## config.mk

```make
export PLATFORM = sky130hd
export DESIGN_NAME = rpp_top
export DESIGN_NICKNAME = d
export VERILOG_FILES = /design/src/core/rpp_pkg.sv /design/src/core/rpp_port_bank.sv /design/src/core/rpp_top.sv
export SDC_FILE = /design/constraint.sdc
export NUM_CORES = 1
export LEC_CHECK = 0
export BUFFER_PORTS_ARGS = -buffer_cell sky130_fd_sc_hd__buf_4
export CAP_MARGIN = 15
export CORE_ASPECT_RATIO = 1.75
export CORE_MARGIN = 3
export CORE_UTILIZATION = 30
export CTS_CLUSTER_SIZE = 40
export DETAILED_ROUTE_END_ITERATION = 12
export PLACE_DENSITY = 0.59
export SLEW_MARGIN = 10
export SYNTH_ARGS = -nofsm -noshare
export SYNTH_HDL_FRONTEND = slang
export SYNTH_SLANG_ARGS = --single-unit
```

## constraint.sdc

```tcl
create_clock -name pclk -period 2 [get_ports pclk]
set_input_delay 0 -clock pclk [delete_from_list [all_inputs] [get_ports pclk]]
set_output_delay 0 -clock pclk [all_outputs]
set_load 0.02 [all_outputs]
```

## src/core/rpp_pkg.sv

```systemverilog
// Shared constants and state types for the removed-pin port read-back block.
package rpp_pkg;

  // Register byte offsets on the APB bus.
  localparam logic [7:0] RPP_OFF_P5_PIN_STATE = 8'h00;
  localparam logic [7:0] RPP_OFF_P5_OUTPUT_LATCH = 8'h04;
  localparam logic [7:0] RPP_OFF_P5_DIRECTION = 8'h08;
  localparam logic [7:0] RPP_OFF_P5_FUNCTION_SELECT = 8'h0C;
  localparam logic [7:0] RPP_OFF_P6_PIN_STATE = 8'h10;
  localparam logic [7:0] RPP_OFF_P6_OUTPUT_LATCH = 8'h14;
  localparam logic [7:0] RPP_OFF_P6_DIRECTION = 8'h18;
  localparam logic [7:0] RPP_OFF_P6_FUNCTION_SELECT = 8'h1C;

  // Bits that still have pin logic behind them.
  localparam logic [7:0] RPP_P5_PRESENT = 8'h0D;
  localparam logic [7:0] RPP_P6_PRESENT = 8'hF3;

  // Read values of removed bits in pin-state, output-latch and direction.
  localparam logic [7:0] RPP_P5_ABSENT_ONES = 8'hF2;
  localparam logic [7:0] RPP_P6_ABSENT_ONES = 8'h0C;

  // Read values of removed bits in function-select, strap bit excluded.
  localparam logic [7:0] RPP_PORT5_FUNCTION_SELECT_FIXED = 8'h80;
  localparam logic [7:0] RPP_PORT6_FUNCTION_SELECT_FIXED = 8'h00;

  // Function-select bit of port 5 that follows the external-access strap.
  localparam int RPP_PORT5_FUNCTION_SELECT_STRAP_BIT = 5;

  // Reset values of the stored bits of present pins.
  localparam logic [7:0] RPP_LATCH_RST = 8'hFF;
  localparam logic [7:0] RPP_DIR_RST = 8'hFF;
  localparam logic [7:0] RPP_MODE_RST = 8'h00;
  localparam logic RPP_STRAP_RST = 1'b0;

  // Read data and upper-bit padding of the 32-bit bus.
  localparam logic [31:0] RPP_RDATA_RST = 32'h0000_0000;
  localparam logic [23:0] RPP_RDATA_PAD = 24'h00_0000;

  // Software-visible state of the top level.
  typedef struct packed {
    logic [7:0] p5_latch;
    logic [7:0] p5_dir;
    logic [7:0] port5_function_select;
    logic [7:0] p6_latch;
    logic [7:0] p6_dir;
    logic [7:0] port6_function_select;
    logic strap;
    logic ready;
    logic slverr;
    logic [31:0] rdata;
  } rpp_regs_t;

  // Pin-facing state of one port bank.
  typedef struct packed {
    logic [7:0] pin_state;
    logic [7:0] pin_out;
    logic [7:0] pin_oe;
    logic [7:0] func;
  } rpp_bank_t;

endpackage

```

## src/core/rpp_port_bank.sv

```systemverilog
// Pin-facing flops of one eight-bit port with hardwired removed bits.
`timescale 1ns/10ps
`default_nettype none

module rpp_port_bank #(
  parameter logic [7:0] PRESENT = 8'hFF,
  parameter logic [7:0] ABSENT_ONES = 8'h00
) (
  // Clock and reset
  input wire logic pclk,
  input wire logic presetn,
  // Stored software values
  input wire logic [7:0] latch,
  input wire logic [7:0] dir,
  input wire logic [7:0] mode,
  // Pins
  input wire logic [7:0] pin_in,
  output logic [7:0] pin_out,
  output logic [7:0] pin_oe,
  output logic [7:0] func,
  // Read-back of the pin levels
  output logic [7:0] pin_state
);
  import rpp_pkg::*;

  rpp_bank_t st_q;
  rpp_bank_t st_d;

  always_comb begin
    st_d = st_q;
    // Removed pins read as one and are never sampled.
    st_d.pin_state = (pin_in & PRESENT) | (ABSENT_ONES & ~PRESENT);
    // Present pins behave normally; removed pins are never driven.
    st_d.pin_out = latch & PRESENT;
    // A direction bit of one means input, so the driver is off.
    st_d.pin_oe = ~dir & PRESENT;
    st_d.func = mode & PRESENT;
  end

  always_ff @(posedge pclk or negedge presetn) begin
    if (!presetn) begin
      st_q <= '0;
    end else begin
      st_q <= st_d;
    end
  end

  assign pin_state = st_q.pin_state;
  assign pin_out = st_q.pin_out;
  assign pin_oe = st_q.pin_oe;
  assign func = st_q.func;

endmodule

`default_nettype wire

```

## src/core/rpp_top.sv

```systemverilog
// APB register file of ports 5 and 6 with hardwired removed-pin bits.
//
// What this block does
// Port 5 bits 1,4-7 of pin/latch/direction read 1.
// Port 5 function-select bits 1,4,6 read 0.
// Port 5 function-select bit 5 inverts the strap.
// Port 5 function-select bit 7 reads 1.
// Writes to hardwired bits change nothing at all.
// Port 6 bits 2,3 of pin/latch/direction read 1.
// Port 6 function-select bits 2,3 read 0.
// Bits of present pins keep normal behaviour.
`timescale 1ns/10ps
`default_nettype none

module rpp_top #(
  parameter int ADDR_W = 8,
  parameter logic [7:0] LATCH_RST = rpp_pkg::RPP_LATCH_RST,
  parameter logic [7:0] DIR_RST = rpp_pkg::RPP_DIR_RST,
  parameter logic [7:0] MODE_RST = rpp_pkg::RPP_MODE_RST
) (
  // Clock and reset
  input wire logic pclk,
  input wire logic presetn,
  // APB slave
  input wire logic psel,
  input wire logic penable,
  input wire logic pwrite,
  input wire logic [ADDR_W-1:0] paddr,
  input wire logic [31:0] pwdata,
  input wire logic [3:0] pstrb,
  output logic [31:0] prdata,
  output logic pready,
  output logic pslverr,
  // External-access strap level
  input wire logic external_access_strap,
  // Port 5 pins
  input wire logic [7:0] port5_pin_in,
  output logic [7:0] port5_pin_out,
  output logic [7:0] port5_pin_oe,
  output logic [7:0] port5_func_sel,
  // Port 6 pins
  input wire logic [7:0] port6_pin_in,
  output logic [7:0] port6_pin_out,
  output logic [7:0] port6_pin_oe,
  output logic [7:0] port6_func_sel
);
  import rpp_pkg::*;

  rpp_regs_t st_q;
  rpp_regs_t st_d;

  logic [7:0] port5_pin_state;
  logic [7:0] port6_pin_state;

  // Address decode signals.
  logic [7:0] word_addr;
  logic addr_ok;
  logic hit_p5_pin;
  logic hit_p5_latch;
  logic hit_p5_dir;
  logic hit_port5_function_select;
  logic hit_p6_pin;
  logic hit_p6_latch;
  logic hit_p6_dir;
  logic hit_port6_function_select;
  logic mapped;

  // Phase qualifiers of the current transfer.
  logic setup_phase;
  logic write_commit;
  logic lane0;

  // Write enables of the stored registers.
  logic we_p5_latch;
  logic we_p5_dir;
  logic we_port5_function_select;
  logic we_p6_latch;
  logic we_p6_dir;
  logic we_port6_function_select;

  // Read values seen by software.
  logic [7:0] rd_p5_latch;
  logic [7:0] rd_p5_dir;
  logic [7:0] rd_port5_function_select;
  logic [7:0] rd_p6_latch;
  logic [7:0] rd_p6_dir;
  logic [7:0] rd_port6_function_select;
  logic [7:0] port5_function_select_fixed;
  logic [7:0] rd_byte;

  // Combines stored bits of present pins with fixed bits of removed pins.
  function automatic logic [7:0] rpp_merge(
    input logic [7:0] stored,
    input logic [7:0] present,
    input logic [7:0] fixed
  );
    rpp_merge = (stored & present) | (fixed & ~present);
  endfunction

  // Writes only reach present bits; the rest keep their old stored value.
  function automatic logic [7:0] rpp_write(
    input logic [7:0] old_val,
    input logic [7:0] new_val,
    input logic [7:0] present
  );
    rpp_write = (new_val & present) | (old_val & ~present);
  endfunction

  always_comb begin
    word_addr = '0;
    addr_ok = 1'b1;
    if (ADDR_W > 8) begin
      if ((paddr >> 8) != '0) begin
        addr_ok = 1'b0;
      end
    end
    word_addr = paddr[7:0];
    if (word_addr[1:0] != 2'b00) begin
      addr_ok = 1'b0;
    end
  end

  always_comb begin
    hit_p5_pin = 1'b0;
    hit_p5_latch = 1'b0;
    hit_p5_dir = 1'b0;
    hit_port5_function_select = 1'b0;
    hit_p6_pin = 1'b0;
    hit_p6_latch = 1'b0;
    hit_p6_dir = 1'b0;
    hit_port6_function_select = 1'b0;
    if (!addr_ok) begin
      hit_p5_pin = 1'b0;
    end else if (word_addr == RPP_OFF_P5_PIN_STATE) begin
      hit_p5_pin = 1'b1;
    end else if (word_addr == RPP_OFF_P5_OUTPUT_LATCH) begin
      hit_p5_latch = 1'b1;
    end else if (word_addr == RPP_OFF_P5_DIRECTION) begin
      hit_p5_dir = 1'b1;
    end else if (word_addr == RPP_OFF_P5_FUNCTION_SELECT) begin
      hit_port5_function_select = 1'b1;
    end else if (word_addr == RPP_OFF_P6_PIN_STATE) begin
      hit_p6_pin = 1'b1;
    end else if (word_addr == RPP_OFF_P6_OUTPUT_LATCH) begin
      hit_p6_latch = 1'b1;
    end else if (word_addr == RPP_OFF_P6_DIRECTION) begin
      hit_p6_dir = 1'b1;
    end else if (word_addr == RPP_OFF_P6_FUNCTION_SELECT) begin
      hit_port6_function_select = 1'b1;
    end
  end

  assign mapped = hit_p5_pin | hit_p5_latch | hit_p5_dir | hit_port5_function_select |
                  hit_p6_pin | hit_p6_latch | hit_p6_dir | hit_port6_function_select;

  // The answer is prepared in the setup cycle, so every transfer takes two cycles with no wait state.
  assign setup_phase = psel & ~penable;
  assign write_commit = psel & penable & pready & pwrite & ~pslverr;
  assign lane0 = pstrb[0];

  // A write lands only at the completing edge and only through byte lane 0.
  always_comb begin
    we_p5_latch = 1'b0;
    we_p5_dir = 1'b0;
    we_port5_function_select = 1'b0;
    we_p6_latch = 1'b0;
    we_p6_dir = 1'b0;
    we_port6_function_select = 1'b0;
    if (write_commit && lane0) begin
      we_p5_latch = hit_p5_latch;
      we_p5_dir = hit_p5_dir;
      we_port5_function_select = hit_port5_function_select;
      we_p6_latch = hit_p6_latch;
      we_p6_dir = hit_p6_dir;
      we_port6_function_select = hit_port6_function_select;
    end
  end

  always_comb begin
    // Strap high clears the bit, strap low sets it.
    port5_function_select_fixed = RPP_PORT5_FUNCTION_SELECT_FIXED;
    port5_function_select_fixed[RPP_PORT5_FUNCTION_SELECT_STRAP_BIT] = ~st_q.strap;
  end

  always_comb begin
    rd_p5_latch = rpp_merge(st_q.p5_latch, RPP_P5_PRESENT, RPP_P5_ABSENT_ONES);
    rd_p5_dir = rpp_merge(st_q.p5_dir, RPP_P5_PRESENT, RPP_P5_ABSENT_ONES);
    // Bits 1, 4 and 6 read zero, bit 7 reads one, bit 5 follows the strap.
    rd_port5_function_select = rpp_merge(st_q.port5_function_select, RPP_P5_PRESENT, port5_function_select_fixed);
    rd_p6_latch = rpp_merge(st_q.p6_latch, RPP_P6_PRESENT, RPP_P6_ABSENT_ONES);
    rd_p6_dir = rpp_merge(st_q.p6_dir, RPP_P6_PRESENT, RPP_P6_ABSENT_ONES);
    rd_port6_function_select = rpp_merge(st_q.port6_function_select, RPP_P6_PRESENT, RPP_PORT6_FUNCTION_SELECT_FIXED);
  end

  always_comb begin
    rd_byte = 8'h00;
    if (hit_p5_pin) begin
      rd_byte = port5_pin_state;
    end else if (hit_p5_latch) begin
      rd_byte = rd_p5_latch;
    end else if (hit_p5_dir) begin
      rd_byte = rd_p5_dir;
    end else if (hit_port5_function_select) begin
      rd_byte = rd_port5_function_select;
    end else if (hit_p6_pin) begin
      rd_byte = port6_pin_state;
    end else if (hit_p6_latch) begin
      rd_byte = rd_p6_latch;
    end else if (hit_p6_dir) begin
      rd_byte = rd_p6_dir;
    end else if (hit_port6_function_select) begin
      rd_byte = rd_port6_function_select;
    end
  end

  always_comb begin
    st_d = st_q;
    // The strap is sampled every cycle, so its level is taken after reset release.
    st_d.strap = external_access_strap;
    st_d.ready = setup_phase;
    st_d.slverr = 1'b0;
    if (setup_phase) begin
      st_d.slverr = ~mapped;
      if (!pwrite && mapped) begin
        st_d.rdata = {RPP_RDATA_PAD, rd_byte};
      end else begin
        st_d.rdata = RPP_RDATA_RST;
      end
    end
    // The error flag stands only in the access cycle, together with ready.
    // Writes are masked to present bits, so hardwired bits never move.
    if (we_p5_latch) begin
      st_d.p5_latch = rpp_write(st_q.p5_latch, pwdata[7:0], RPP_P5_PRESENT);
    end
    if (we_p5_dir) begin
      st_d.p5_dir = rpp_write(st_q.p5_dir, pwdata[7:0], RPP_P5_PRESENT);
    end
    if (we_port5_function_select) begin
      st_d.port5_function_select = rpp_write(st_q.port5_function_select, pwdata[7:0], RPP_P5_PRESENT);
    end
    if (we_p6_latch) begin
      st_d.p6_latch = rpp_write(st_q.p6_latch, pwdata[7:0], RPP_P6_PRESENT);
    end
    if (we_p6_dir) begin
      st_d.p6_dir = rpp_write(st_q.p6_dir, pwdata[7:0], RPP_P6_PRESENT);
    end
    if (we_port6_function_select) begin
      st_d.port6_function_select = rpp_write(st_q.port6_function_select, pwdata[7:0], RPP_P6_PRESENT);
    end
  end

  always_ff @(posedge pclk or negedge presetn) begin
    if (!presetn) begin
      st_q.p5_latch <= LATCH_RST & RPP_P5_PRESENT;
      st_q.p5_dir <= DIR_RST & RPP_P5_PRESENT;
      st_q.port5_function_select <= MODE_RST & RPP_P5_PRESENT;
      st_q.p6_latch <= LATCH_RST & RPP_P6_PRESENT;
      st_q.p6_dir <= DIR_RST & RPP_P6_PRESENT;
      st_q.port6_function_select <= MODE_RST & RPP_P6_PRESENT;
      st_q.strap <= RPP_STRAP_RST;
      st_q.ready <= 1'b0;
      st_q.slverr <= 1'b0;
      st_q.rdata <= RPP_RDATA_RST;
    end else begin
      st_q <= st_d;
    end
  end

  assign prdata = st_q.rdata;
  assign pready = st_q.ready;
  assign pslverr = st_q.slverr;

  // Port 5 pin bank; removed pins are neither driven nor sampled.
  rpp_port_bank #(
    .PRESENT(RPP_P5_PRESENT),
    .ABSENT_ONES(RPP_P5_ABSENT_ONES)
  ) u_port5 (
    .pclk(pclk),
    .presetn(presetn),
    .latch(st_q.p5_latch),
    .dir(st_q.p5_dir),
    .mode(st_q.port5_function_select),
    .pin_in(port5_pin_in),
    .pin_out(port5_pin_out),
    .pin_oe(port5_pin_oe),
    .func(port5_func_sel),
    .pin_state(port5_pin_state)
  );

  // Port 6 pin bank; removed pins are neither driven nor sampled.
  rpp_port_bank #(
    .PRESENT(RPP_P6_PRESENT),
    .ABSENT_ONES(RPP_P6_ABSENT_ONES)
  ) u_port6 (
    .pclk(pclk),
    .presetn(presetn),
    .latch(st_q.p6_latch),
    .dir(st_q.p6_dir),
    .mode(st_q.port6_function_select),
    .pin_in(port6_pin_in),
    .pin_out(port6_pin_out),
    .pin_oe(port6_pin_oe),
    .func(port6_func_sel),
    .pin_state(port6_pin_state)
  );

endmodule

`default_nettype wire

```

-- Yosys cells after proc, flatten, opt, wreduce, memory -nomap -nowiden
Index checks and enable logic that the tools add are counted.
- logic and storage cells: 115
- register bits after elaboration: 123
- bits of input ports: 66
- reduce and logical (&&, ||, !) cells: 5
- muxes and demuxes: 60
- equality and inequality tests: 7
- bitwise operators: 25
- operators with widths (kind ; count):
    $mux W8 ; 9
    $mux W1 ; 50
    $mux W33 ; 1
    $eq A8 B5 Y1 const B ; 4
    $or A4 B8 Y8 ; 4
    $or A8 B4 Y8 ; 3
    $eq A8 B4 Y1 const B ; 2
    $eq A8 B3 Y1 const B ; 1
    $logic_not A8 Y1 ; 1
    $not A8 Y8 ; 1
    $or A1 B1 Y1 ; 7
    $and A1 B1 Y1 ; 5
    $not A1 Y1 ; 4
    $not A4 Y4 ; 1
    $logic_and A1 B1 Y1 ; 2
    $reduce_bool A2 Y1 ; 1
    $logic_not A1 Y1 ; 1

-- Depth between registers and ports, before layout
Gate-level depths: netlist of the first run.
- depth after elaboration: 20
- depth in mapped cells: 6
- depth with buffers taken out: 4

-- Hierarchy
From an unflattened synthesis of the first run, not the netlist that was laid out.
- cell total of the unflattened synthesis: 265
- area total of the unflattened synthesis: 3365.7 um2
- modules (own cells, without submodules) (module ; area each (um2) ; times used ; cells an instance):
    rpp_top ; 2170.8 ; 1 ; 188
    rpp_port_bank at u_port6 ; 708.2 ; 1 ; 40
    rpp_port_bank at u_port5 ; 486.7 ; 1 ; 37

-- Worst setup path before layout of the first run
Ideal clock, no wire load.
- path kind: reg-to-reg
- from: reg st_q (netlist bit pready)
- to: reg st_q (netlist bit rd_p6_latch[0])
- cell stages (with the launch flop): 5
- data arrival time: 1.605 ns
- required time: 1.918 ns
- path slack: 0.313 ns
- path through: dfrtp_1 nand4_1 nor3b_2 nand4_1 mux2_2
- cells in the longest elaborated chain, start to end: 5
- RTL lines (what ; RTL line ; RTL):
    start: declaration ; rpp_top.sv:49 ; rpp_regs_t st_q;
    start signal: assignment ; rpp_top.sv:265 ; st_q <= st_d;
    $and A1 B1 Y1 (3 in series) ; rpp_top.sv:158 ; assign write_commit = psel & penable & pready & pwrite & ~pslverr;
    $logic_and A1 B1 Y1 ; rpp_top.sv:169 ; if (write_commit && lane0) begin
    $mux W1 ; rpp_top.sv:169 ;
No other way between the ends.
A chain may end at the register's enable or synchronous reset.

-- Worst setup path after layout of the first run
- from: reg st_q (netlist bit pready)
- to: reg st_q (netlist bit rd_p6_latch[5])
Same word-level chain as after synthesis.

==> results of run 1 <==
-- worst reg2reg max path, stage by stage (launching register included) --
cell and delay, ns:
dfrtp_1 0.34, nand4_1 0.11, nor3b_2 0.18, buf_4 0.19
nand4_1 0.16, buf_4 0.20, mux2_2 0.27
-- flip-flops by register name (all words and copies together), names as in the netlist, 3 cells and up --
register                  count
u_port5.func                  3
rd_port6_function_select      6
prdata                        8
rd_p5_dir                     3
rd_p6_latch                   6
u_port6.pin_out               6
rd_p6_dir                     6
u_port6.pin_oe                6
u_port5.pin_oe                3
rd_p5_latch                   3
u_port5.pin_state             4
u_port6.func                  6
st_q                          4
u_port5.pin_out               3
u_port6.pin_state             6
-- path summary, 6_finish.rpt --
| kind | startpoint | to | slack [ns] | depth (start not counted) |
|---|---|---|---|---|
| max in group asynchronous | presetn | rd_p6_latch[0]$_DFFE_PN1P_ | 1.20 | 3 |
| setup / recovery | pready$_DFF_PN0_ | rd_p6_latch[5]$_DFFE_PN1P_ | 0.47 | 6 |
| hold / removal | pwrite | prdata[0]$_DFFE_PN0P_ | 0.02 | 4 |
| setup reg to reg | pready$_DFF_PN0_ | rd_p6_latch[5]$_DFFE_PN1P_ | 0.47 | 6 |
| hold reg to reg | rd_port6_function_select[0]$_DFFE_PN0P_ | u_port6.func[0]$_DFF_PN0_ | 0.39 | 0 |
| min in group asynchronous | presetn | u_port6.func[6]$_DFF_PN0_ | 0.17 | 2 |
-- final cells by class --
class,instances,share of cell area
sequential,75,0.437
tap,130,0.0374
timing repair buffer,95,0.178
multi-input combinational,167,0.267
inverter,12,0.0104
clock buffer,11,0.0559
clock inverter,5,0.0138
-- power groups by stage --
stage / Clock, uW / Combinational [uW] / Sequential, uW
after floorplan: 0 / 203 / 1570
after global placement: 0 / 252 / 1570
after detailed placement: 0 / 254 / 1570
after CTS: 1660 / 285 / 1540
after global routing: 1720 / 311 / 1540
final: 1620 / 283 / 1540
-- synth_stat cells, drive strengths merged --
cell type and n:
a2111oi 1, a21oi 1, a22o 1, a2bb2oi 3, a311oi 2, a32oi 5
and2 1, and3 1, and4 1, buf 57, clkbuf 4, conb 2
dfrtp 57, dfstp 18, inv 12, mux2 29, mux2i 4, mux4 1
nand2 11, nand2b 4, nand3 3, nand4 6, nor2 8, nor2b 2
nor3 2, nor3b 1, nor4 7, nor4b 3, o2111ai 2, o211a 1
o21ai 12, o221ai 2, o31ai 1, or2 3, or3 1, or4 1
or4b 1
-- layer usage --
metal  up-vias  track usage
met3        19       0.0333
met4         0       0.0721
met1      1077        0.136
met5         -            0
met2       100        0.217
li1       1028            -
-- per-stage QoR --
stage / hold slack (ns) / cells / utilization / total power [uW]
final: 0.0208 / 495 / 0.401 / 3450
after global routing: 0.0386 / 495 / 0.401 / 3570
after CTS: 0.00688 / 495 / 0.401 / 3490
after detailed placement: 0.000548 / 460 / 0.356 / 1820
after global placement: -0.00999 / 460 / 0.356 / 1820
after floorplan: -0.296 / 315 / - / 1770
-- logic make-up (layout without fill, tap and decap cells) --
kind of cell,count (synthesis),in the layout,synth area share
buffers and inverters,73,123,0.142
other,2,46,0.00223
AND/OR/NAND/NOR,56,56,0.112
flip-flops,75,75,0.563
AO/OA/AOI/OAI,31,31,0.0660
multiplexers,34,34,0.115
==> impl_metrics.xml, run 1 <==
<?xml version="1.0" encoding="UTF-8"?>
<metrics>
  <group name="status">
    <metric name="status" unit="">finished, final reports clean</metric>
  </group>
  <group name="layout">
    <metric name="final_cell_area" unit="sq um">4340</metric>
    <metric name="multi_input_comb_area" unit="sq um">1160</metric>
    <metric name="layout.cells.most_common" unit="">buf_4</metric>
    <metric name="synthToLayoutAreaGrowth" unit="%">28.8</metric>
    <metric name="num-nets-final" unit="">426</metric>
    <metric name="layout-drive-gt1-share" unit="">0.411</metric>
    <metric name="seqCellArea" unit="sq um">1900</metric>
    <metric name="diodes" unit="">0</metric>
    <metric name="most_frequent_cells_in_the_layout" unit="">75 x buf_4, 57 x dfrtp_1, 46 x conb_1</metric>
    <metric name="layout.filler_cells" unit="">1061</metric>
  </group>
  <group name="yosys">
    <metric name="mean_syn_cell_area" unit="sq um">12.4</metric>
    <metric name="yosysSeqAreaShare" unit="">0.563</metric>
    <metric name="post_synth_inst_count" unit="">271</metric>
    <metric name="register_bit_total_from_synthesis" unit="">75</metric>
    <metric name="netlist_top_cells_area" unit="">dfrtp_1 42%, dfstp_2 14%, buf_4 12%</metric>
    <metric name="netlist.area_leader.share" unit="">0.423</metric>
    <metric name="yosysWarnings" unit="">0</metric>
    <metric name="yosys_top_cell_by_area" unit="">dfrtp_1</metric>
    <metric name="netlist_area" unit="sq um">3370</metric>
    <metric name="synth_cell_types" unit="">47</metric>
  </group>
  <group name="hold_path">
    <metric name="min-delay-path-class" unit="">input port to register</metric>
  </group>
  <group name="clocking">
    <metric name="tritoncts_num_sinks" unit="">75</metric>
    <metric name="cts_made_buffers" unit="">9</metric>
    <metric name="post_cts.resized_instances" unit="">0</metric>
    <metric name="cts_tree" unit="">built</metric>
    <metric name="clk_path_buf_depth" unit="">2</metric>
    <metric name="post-cts-setup-buffers" unit="">0</metric>
    <metric name="cts-root-buf" unit="">clkbuf_16</metric>
    <metric name="h-tree-depth" unit="">3</metric>
    <metric name="clock_pin_transition_on_the_worst_setup_and_hold_timing_paths" unit="ns">0.06</metric>
    <metric name="clock_insertion_delay_worst_skew" unit="ns">0.34</metric>
    <metric name="ctsHoldBuffers" unit="">19</metric>
  </group>
  <group name="placed_design">
    <metric name="post_dp_cell_area" unit="sq um">3850</metric>
    <metric name="hpwl" unit="microns">5650</metric>
    <metric name="io_buffers" unit="">68</metric>
    <metric name="globalplace.congestion" unit="">0.848</metric>
    <metric name="post-place-ws" unit="ns">0.342</metric>
  </group>
  <group name="critical_path">
    <metric name="cp-end-kind" unit="">register</metric>
    <metric name="buffers_inverters_on_critical_path" unit="">2</metric>
    <metric name="worstPathCellList" unit="">nand4_1 &gt; nor3b_2 &gt; buf_4 &gt; nand4_1 &gt; buf_4 &gt; mux2_2</metric>
    <metric name="highest_cell_delay_on_the_worst_timing_path" unit="ns">0.34</metric>
    <metric name="cp_delay_by_family_top" unit="">simple AND/OR/NAND/NOR gates</metric>
    <metric name="critPathArrivalTime" unit="ns">1.79</metric>
    <metric name="crit_fanout" unit="">6</metric>
    <metric name="critical_path.slowest_cell" unit="">dfrtp_1</metric>
    <metric name="worstSetupPathType" unit="">register to register</metric>
    <metric name="crit_path_start_kind" unit="">register</metric>
    <metric name="critPathRequiredTime" unit="ns">2.26</metric>
  </group>
  <group name="power">
    <metric name="p_leak" unit="uW">0.00202</metric>
    <metric name="clkPwrFrac" unit="">0.470</metric>
    <metric name="power.share.sequential" unit="">0.448</metric>
    <metric name="sw_frac_of_total" unit="">0.234</metric>
    <metric name="power.ir.vdd_worst" unit="mV">0.450</metric>
    <metric name="combinationalPowerShare" unit="">0.082</metric>
    <metric name="p_per_area" unit="nW/um^2">793</metric>
    <metric name="p_switching" unit="uW">805</metric>
    <metric name="internal_power" unit="uW">2640</metric>
  </group>
  <group name="sta">
    <metric name="setup_violations" unit="">0</metric>
    <metric name="timing.clock.skew" unit="ns">0.00730</metric>
    <metric name="relSlewSlack" unit="">0.655</metric>
    <metric name="worst_pin_slew" unit="ns">0.512</metric>
    <metric name="timing_max_transition_violations_final" unit="">0</metric>
    <metric name="hold_violations" unit="">0</metric>
    <metric name="final_critical_path_setup_slack" unit="ns">0.471</metric>
    <metric name="fin_setup_tns" unit="ns">0</metric>
    <metric name="achievable-frequency" unit="GHz">0.654</metric>
    <metric name="rsz0062_at_grt" unit="">false</metric>
    <metric name="period_share" unit="">0.764</metric>
    <metric name="layout_min_cycle_time" unit="ns">1.53</metric>
  </group>
  <group name="drt">
    <metric name="wl" unit="microns">7510</metric>
    <metric name="wl_met2" unit="microns">3970</metric>
    <metric name="top_layer" unit="">met4</metric>
    <metric name="wl_per_cell" unit="microns">15.2</metric>
    <metric name="num_vias" unit="">2224</metric>
    <metric name="met1Wirelength" unit="microns">2730</metric>
    <metric name="postRouteAntennaNets" unit="">0</metric>
    <metric name="avgViaCountPerCell" unit="">4.49</metric>
    <metric name="drt-initial-drc-count" unit="">91</metric>
    <metric name="route.met3.wl" unit="microns">530</metric>
    <metric name="drt_drc_violations_left" unit="">0</metric>
    <metric name="detailedRoute.firstPassIterationCount" unit="">4</metric>
  </group>
  <group name="floorplan">
    <metric name="chipWidth" unit="microns">86.2</metric>
    <metric name="fp.dieH" unit="microns">146</metric>
    <metric name="core_area" unit="sq um">10800</metric>
    <metric name="die_area" unit="sq um">12600</metric>
    <metric name="boundaryPins" unit="">148</metric>
    <metric name="start_util" unit="">0.312</metric>
    <metric name="fp-row-count" unit="">50</metric>
  </group>
  <group name="global_routing">
    <metric name="grt_start_max_net_pins" unit="">39</metric>
    <metric name="initial_antenna_violation_count" unit="">0</metric>
    <metric name="grt.overflow.total" unit="">0</metric>
    <metric name="track_usage" unit="">0.126</metric>
    <metric name="grt_first_pass_wirelength" unit="microns">12100</metric>
    <metric name="vias_in_the_first_global_route" unit="">2293</metric>
  </group>
  <group name="job">
    <metric name="max_cap_violations" unit="">0</metric>
  </group>
</metrics>
No activity file was read; power rests on OpenSTA's default activity.
==> inputs of run 2 (changes only) <==
clock period = 1.55 ns   (was 2 ns; I/O delays follow)
==> run 2 against run 1 <==
Clock skew shrank 0.0020 ns. Sequential cell count is the same. Count of clock-buffer cells in the layout grew 1. Via count grew 3.9%. Hold slack gained 0.078 ns. Sequential power grew 29%. Final area grew 2.9%. Critical endpoint is now rd_p6_latch[7]$_DFFE_PN1P_. Critical path depth is the same. Combinational power grew 36%. Worst setup slack lost 0.51 ns. Global-route usage is essentially flat. The flow now finishes with violations (negative setup slack). Largest cell class unchanged. Non-clock buffer count grew 14.
==> impl_metrics.xml, run 2 (synthesized netlist as in run 1, its figures left out) <==
<?xml version="1.0" encoding="UTF-8"?>
<metrics>
  <group name="status">
    <metric name="status" unit="">complete, but fails checks</metric>
    <metric name="failed_checks" unit="">negative setup slack</metric>
  </group>
  <group name="hold_path">
    <metric name="min-delay-path-class" unit="">input port to register</metric>
    <metric name="hold_depth" unit="">3</metric>
  </group>
  <group name="sta">
    <metric name="period_share" unit="">1.03</metric>
    <metric name="setup_violations" unit="">6</metric>
    <metric name="timing.clock.skew" unit="ns">0.00531</metric>
    <metric name="worst_pin_slew" unit="ns">0.531</metric>
    <metric name="timing_max_transition_violations_final" unit="">0</metric>
    <metric name="hold_violations" unit="">0</metric>
    <metric name="layout_min_cycle_time" unit="ns">1.59</metric>
    <metric name="relSlewSlack" unit="">0.644</metric>
    <metric name="achievable-frequency" unit="GHz">0.628</metric>
    <metric name="fin_hold_ws" unit="ns">0.0988</metric>
    <metric name="final_critical_path_setup_slack" unit="ns">-0.0424</metric>
    <metric name="rsz0062_at_grt" unit="">true</metric>
  </group>
  <group name="layout">
    <metric name="final_cell_area" unit="sq um">4470</metric>
    <metric name="most_frequent_cells_in_the_layout" unit="">87 x buf_4, 56 x dfrtp_1, 46 x conb_1</metric>
    <metric name="layout-drive-gt1-share" unit="">0.433</metric>
    <metric name="multi_input_comb_area" unit="sq um">1170</metric>
    <metric name="layout.filler_cells" unit="">1036</metric>
    <metric name="synthToLayoutAreaGrowth" unit="%">32.5</metric>
    <metric name="num-nets-final" unit="">440</metric>
    <metric name="diodes" unit="">0</metric>
    <metric name="seqCellArea" unit="sq um">1900</metric>
    <metric name="finish.utilization" unit="">0.413</metric>
    <metric name="largest_register_ff_count" unit="">8</metric>
    <metric name="layout.cells.most_common" unit="">buf_4</metric>
  </group>
  <group name="drt">
    <metric name="drt-initial-drc-count" unit="">59</metric>
    <metric name="wl_per_cell" unit="microns">15.0</metric>
    <metric name="wl" unit="microns">7630</metric>
    <metric name="drt_drc_violations_left" unit="">0</metric>
    <metric name="avgViaCountPerCell" unit="">4.54</metric>
    <metric name="detailedRoute.firstPassIterationCount" unit="">4</metric>
    <metric name="postRouteAntennaNets" unit="">0</metric>
    <metric name="num_vias" unit="">2311</metric>
  </group>
  <group name="power">
    <metric name="p_leak" unit="uW">0.00209</metric>
    <metric name="p_per_area" unit="nW/um^2">991</metric>
    <metric name="power.ir.vdd_worst" unit="mV">0.654</metric>
  </group>
  <group name="placed_design">
    <metric name="globalplace.congestion" unit="">0.846</metric>
    <metric name="post-place-ws" unit="ns">-0.0350</metric>
    <metric name="io_buffers" unit="">68</metric>
    <metric name="hpwl" unit="microns">5740</metric>
    <metric name="post_dp_cell_area" unit="sq um">3980</metric>
  </group>
  <group name="clocking">
    <metric name="cts-root-buf" unit="">clkbuf_16</metric>
    <metric name="clock_pin_transition_on_the_worst_setup_and_hold_timing_paths" unit="ns">0.05</metric>
    <metric name="post-cts-setup-buffers" unit="">0</metric>
    <metric name="cts_tree" unit="">built</metric>
    <metric name="h-tree-depth" unit="">3</metric>
    <metric name="cts_made_buffers" unit="">9</metric>
    <metric name="clk_path_buf_depth" unit="">2</metric>
    <metric name="tritoncts_num_sinks" unit="">75</metric>
    <metric name="clock_insertion_delay_worst_skew" unit="ns">0.33</metric>
  </group>
  <group name="critical_path">
    <metric name="crit_fanout" unit="">6</metric>
    <metric name="buffers_inverters_on_critical_path" unit="">2</metric>
    <metric name="cp_delay_by_family_top" unit="">simple AND/OR/NAND/NOR gates</metric>
    <metric name="critPathRequiredTime" unit="ns">1.81</metric>
    <metric name="reg2regPathDepth" unit="">6</metric>
    <metric name="crit_cells" unit="">6</metric>
    <metric name="critical_path.slowest_cell" unit="">dfrtp_2</metric>
    <metric name="crit_path_start_kind" unit="">register</metric>
    <metric name="critPathArrivalTime" unit="ns">1.85</metric>
    <metric name="critPathMostFrequentCell" unit="">nand4_1</metric>
    <metric name="worstSetupPathType" unit="">register to register</metric>
    <metric name="worstPathCellList" unit="">nand4_1 &gt; nor3b_4 &gt; buf_12 &gt; nand4_1 &gt; buf_4 &gt; mux2_2</metric>
    <metric name="highest_cell_delay_on_the_worst_timing_path" unit="ns">0.35</metric>
    <metric name="cp-end-kind" unit="">register</metric>
  </group>
  <group name="global_routing">
    <metric name="grt_start_max_net_pins" unit="">41</metric>
    <metric name="grt_first_pass_wirelength" unit="microns">12000</metric>
    <metric name="initial_antenna_violation_count" unit="">0</metric>
    <metric name="vias_in_the_first_global_route" unit="">2340</metric>
    <metric name="grt.overflow.total" unit="">0</metric>
    <metric name="track_usage" unit="">0.126</metric>
  </group>
  <group name="floorplan">
    <metric name="core_area" unit="sq um">10800</metric>
    <metric name="boundaryPins" unit="">148</metric>
    <metric name="die_area" unit="sq um">12600</metric>
    <metric name="start_util" unit="">0.312</metric>
    <metric name="chipWidth" unit="microns">86.2</metric>
    <metric name="fp.dieH" unit="microns">146</metric>
    <metric name="fp-row-count" unit="">50</metric>
  </group>
  <group name="job">
    <metric name="max_cap_violations" unit="">0</metric>
  </group>
</metrics>
[run 2: area by class of cell]
class	count	share of cell area
clock inverter	4	0.0115
tap	130	0.0364
clock buffer	12	0.0552
sequential	75	0.425
timing repair buffer	109	0.200
inverter	12	0.0101
multi-input combinational	167	0.261
[run 2: metal layers]
layer,wire [microns],GRT usage,part of all wire,up-vias
met5,0,0,0,-
met4,171,0.0618,0.022,0
met3,526,0.0423,0.069,15
met2,4130,0.222,0.54,105
met1,2800,0.131,0.37,1128
li1,-,-,-,1063
[run 2: what timing repair did]
| item | 4_1_cts | 5_1_grt |
|---|---|---|
| resized for setup | 0 | 1 |
| hold buffers | 19 | 0 |
| hold endpoints to repair | 72 | 0 |
| endpoints found under the setup margin | 6 | 16 |
[run 2: final timing paths]
| path | slack, ns | from | endpoint |
|---|---|---|---|
| min in group asynchronous | 0.16 | presetn | u_port6.pin_oe[7]$_DFF_PN0_ |
| worst max register to register | -0.04 | pready$_DFF_PN0_ | rd_p6_latch[7]$_DFFE_PN1P_ |
| max in group asynchronous | 0.76 | presetn | rd_p6_dir[0]$_DFFE_PN1P_ |
| worst min register to register | 0.39 | rd_port6_function_select[7]$_DFFE_PN0P_ | u_port6.func[7]$_DFF_PN0_ |
| worst min-delay path | 0.1 | paddr[3] | prdata[6]$_DFFE_PN0P_ |
| worst max-delay path | -0.04 | pready$_DFF_PN0_ | rd_p6_latch[7]$_DFFE_PN1P_ |
[run 2: report_power, final]
group / internal [uW] / leakage [uW] / switching (uW)
Sequential: 1980 / 0.000906 / 8.70
Combinational: 140 / 0.00104 / 244
Clock: 1290 / 0.000143 / 761
[run 2: tightest hold or removal path: cells and delay by family]
kind,cells,cell delay [ns]
buffers and inverters,1,0.16
AOI/OAI and AO/OA,2,0.23
[run 2: per-stage QoR]
stage | setup TNS [ns] | total power [uW] | instances
global placement | -0.244 | 2370 | 474
finish | -0.156 | 4430 | 509
floorplan | -0.122 | 2290 | 315
CTS | -0.209 | 4470 | 509
detailed placement | -0.127 | 2370 | 474
global route | -0.632 | 4590 | 509
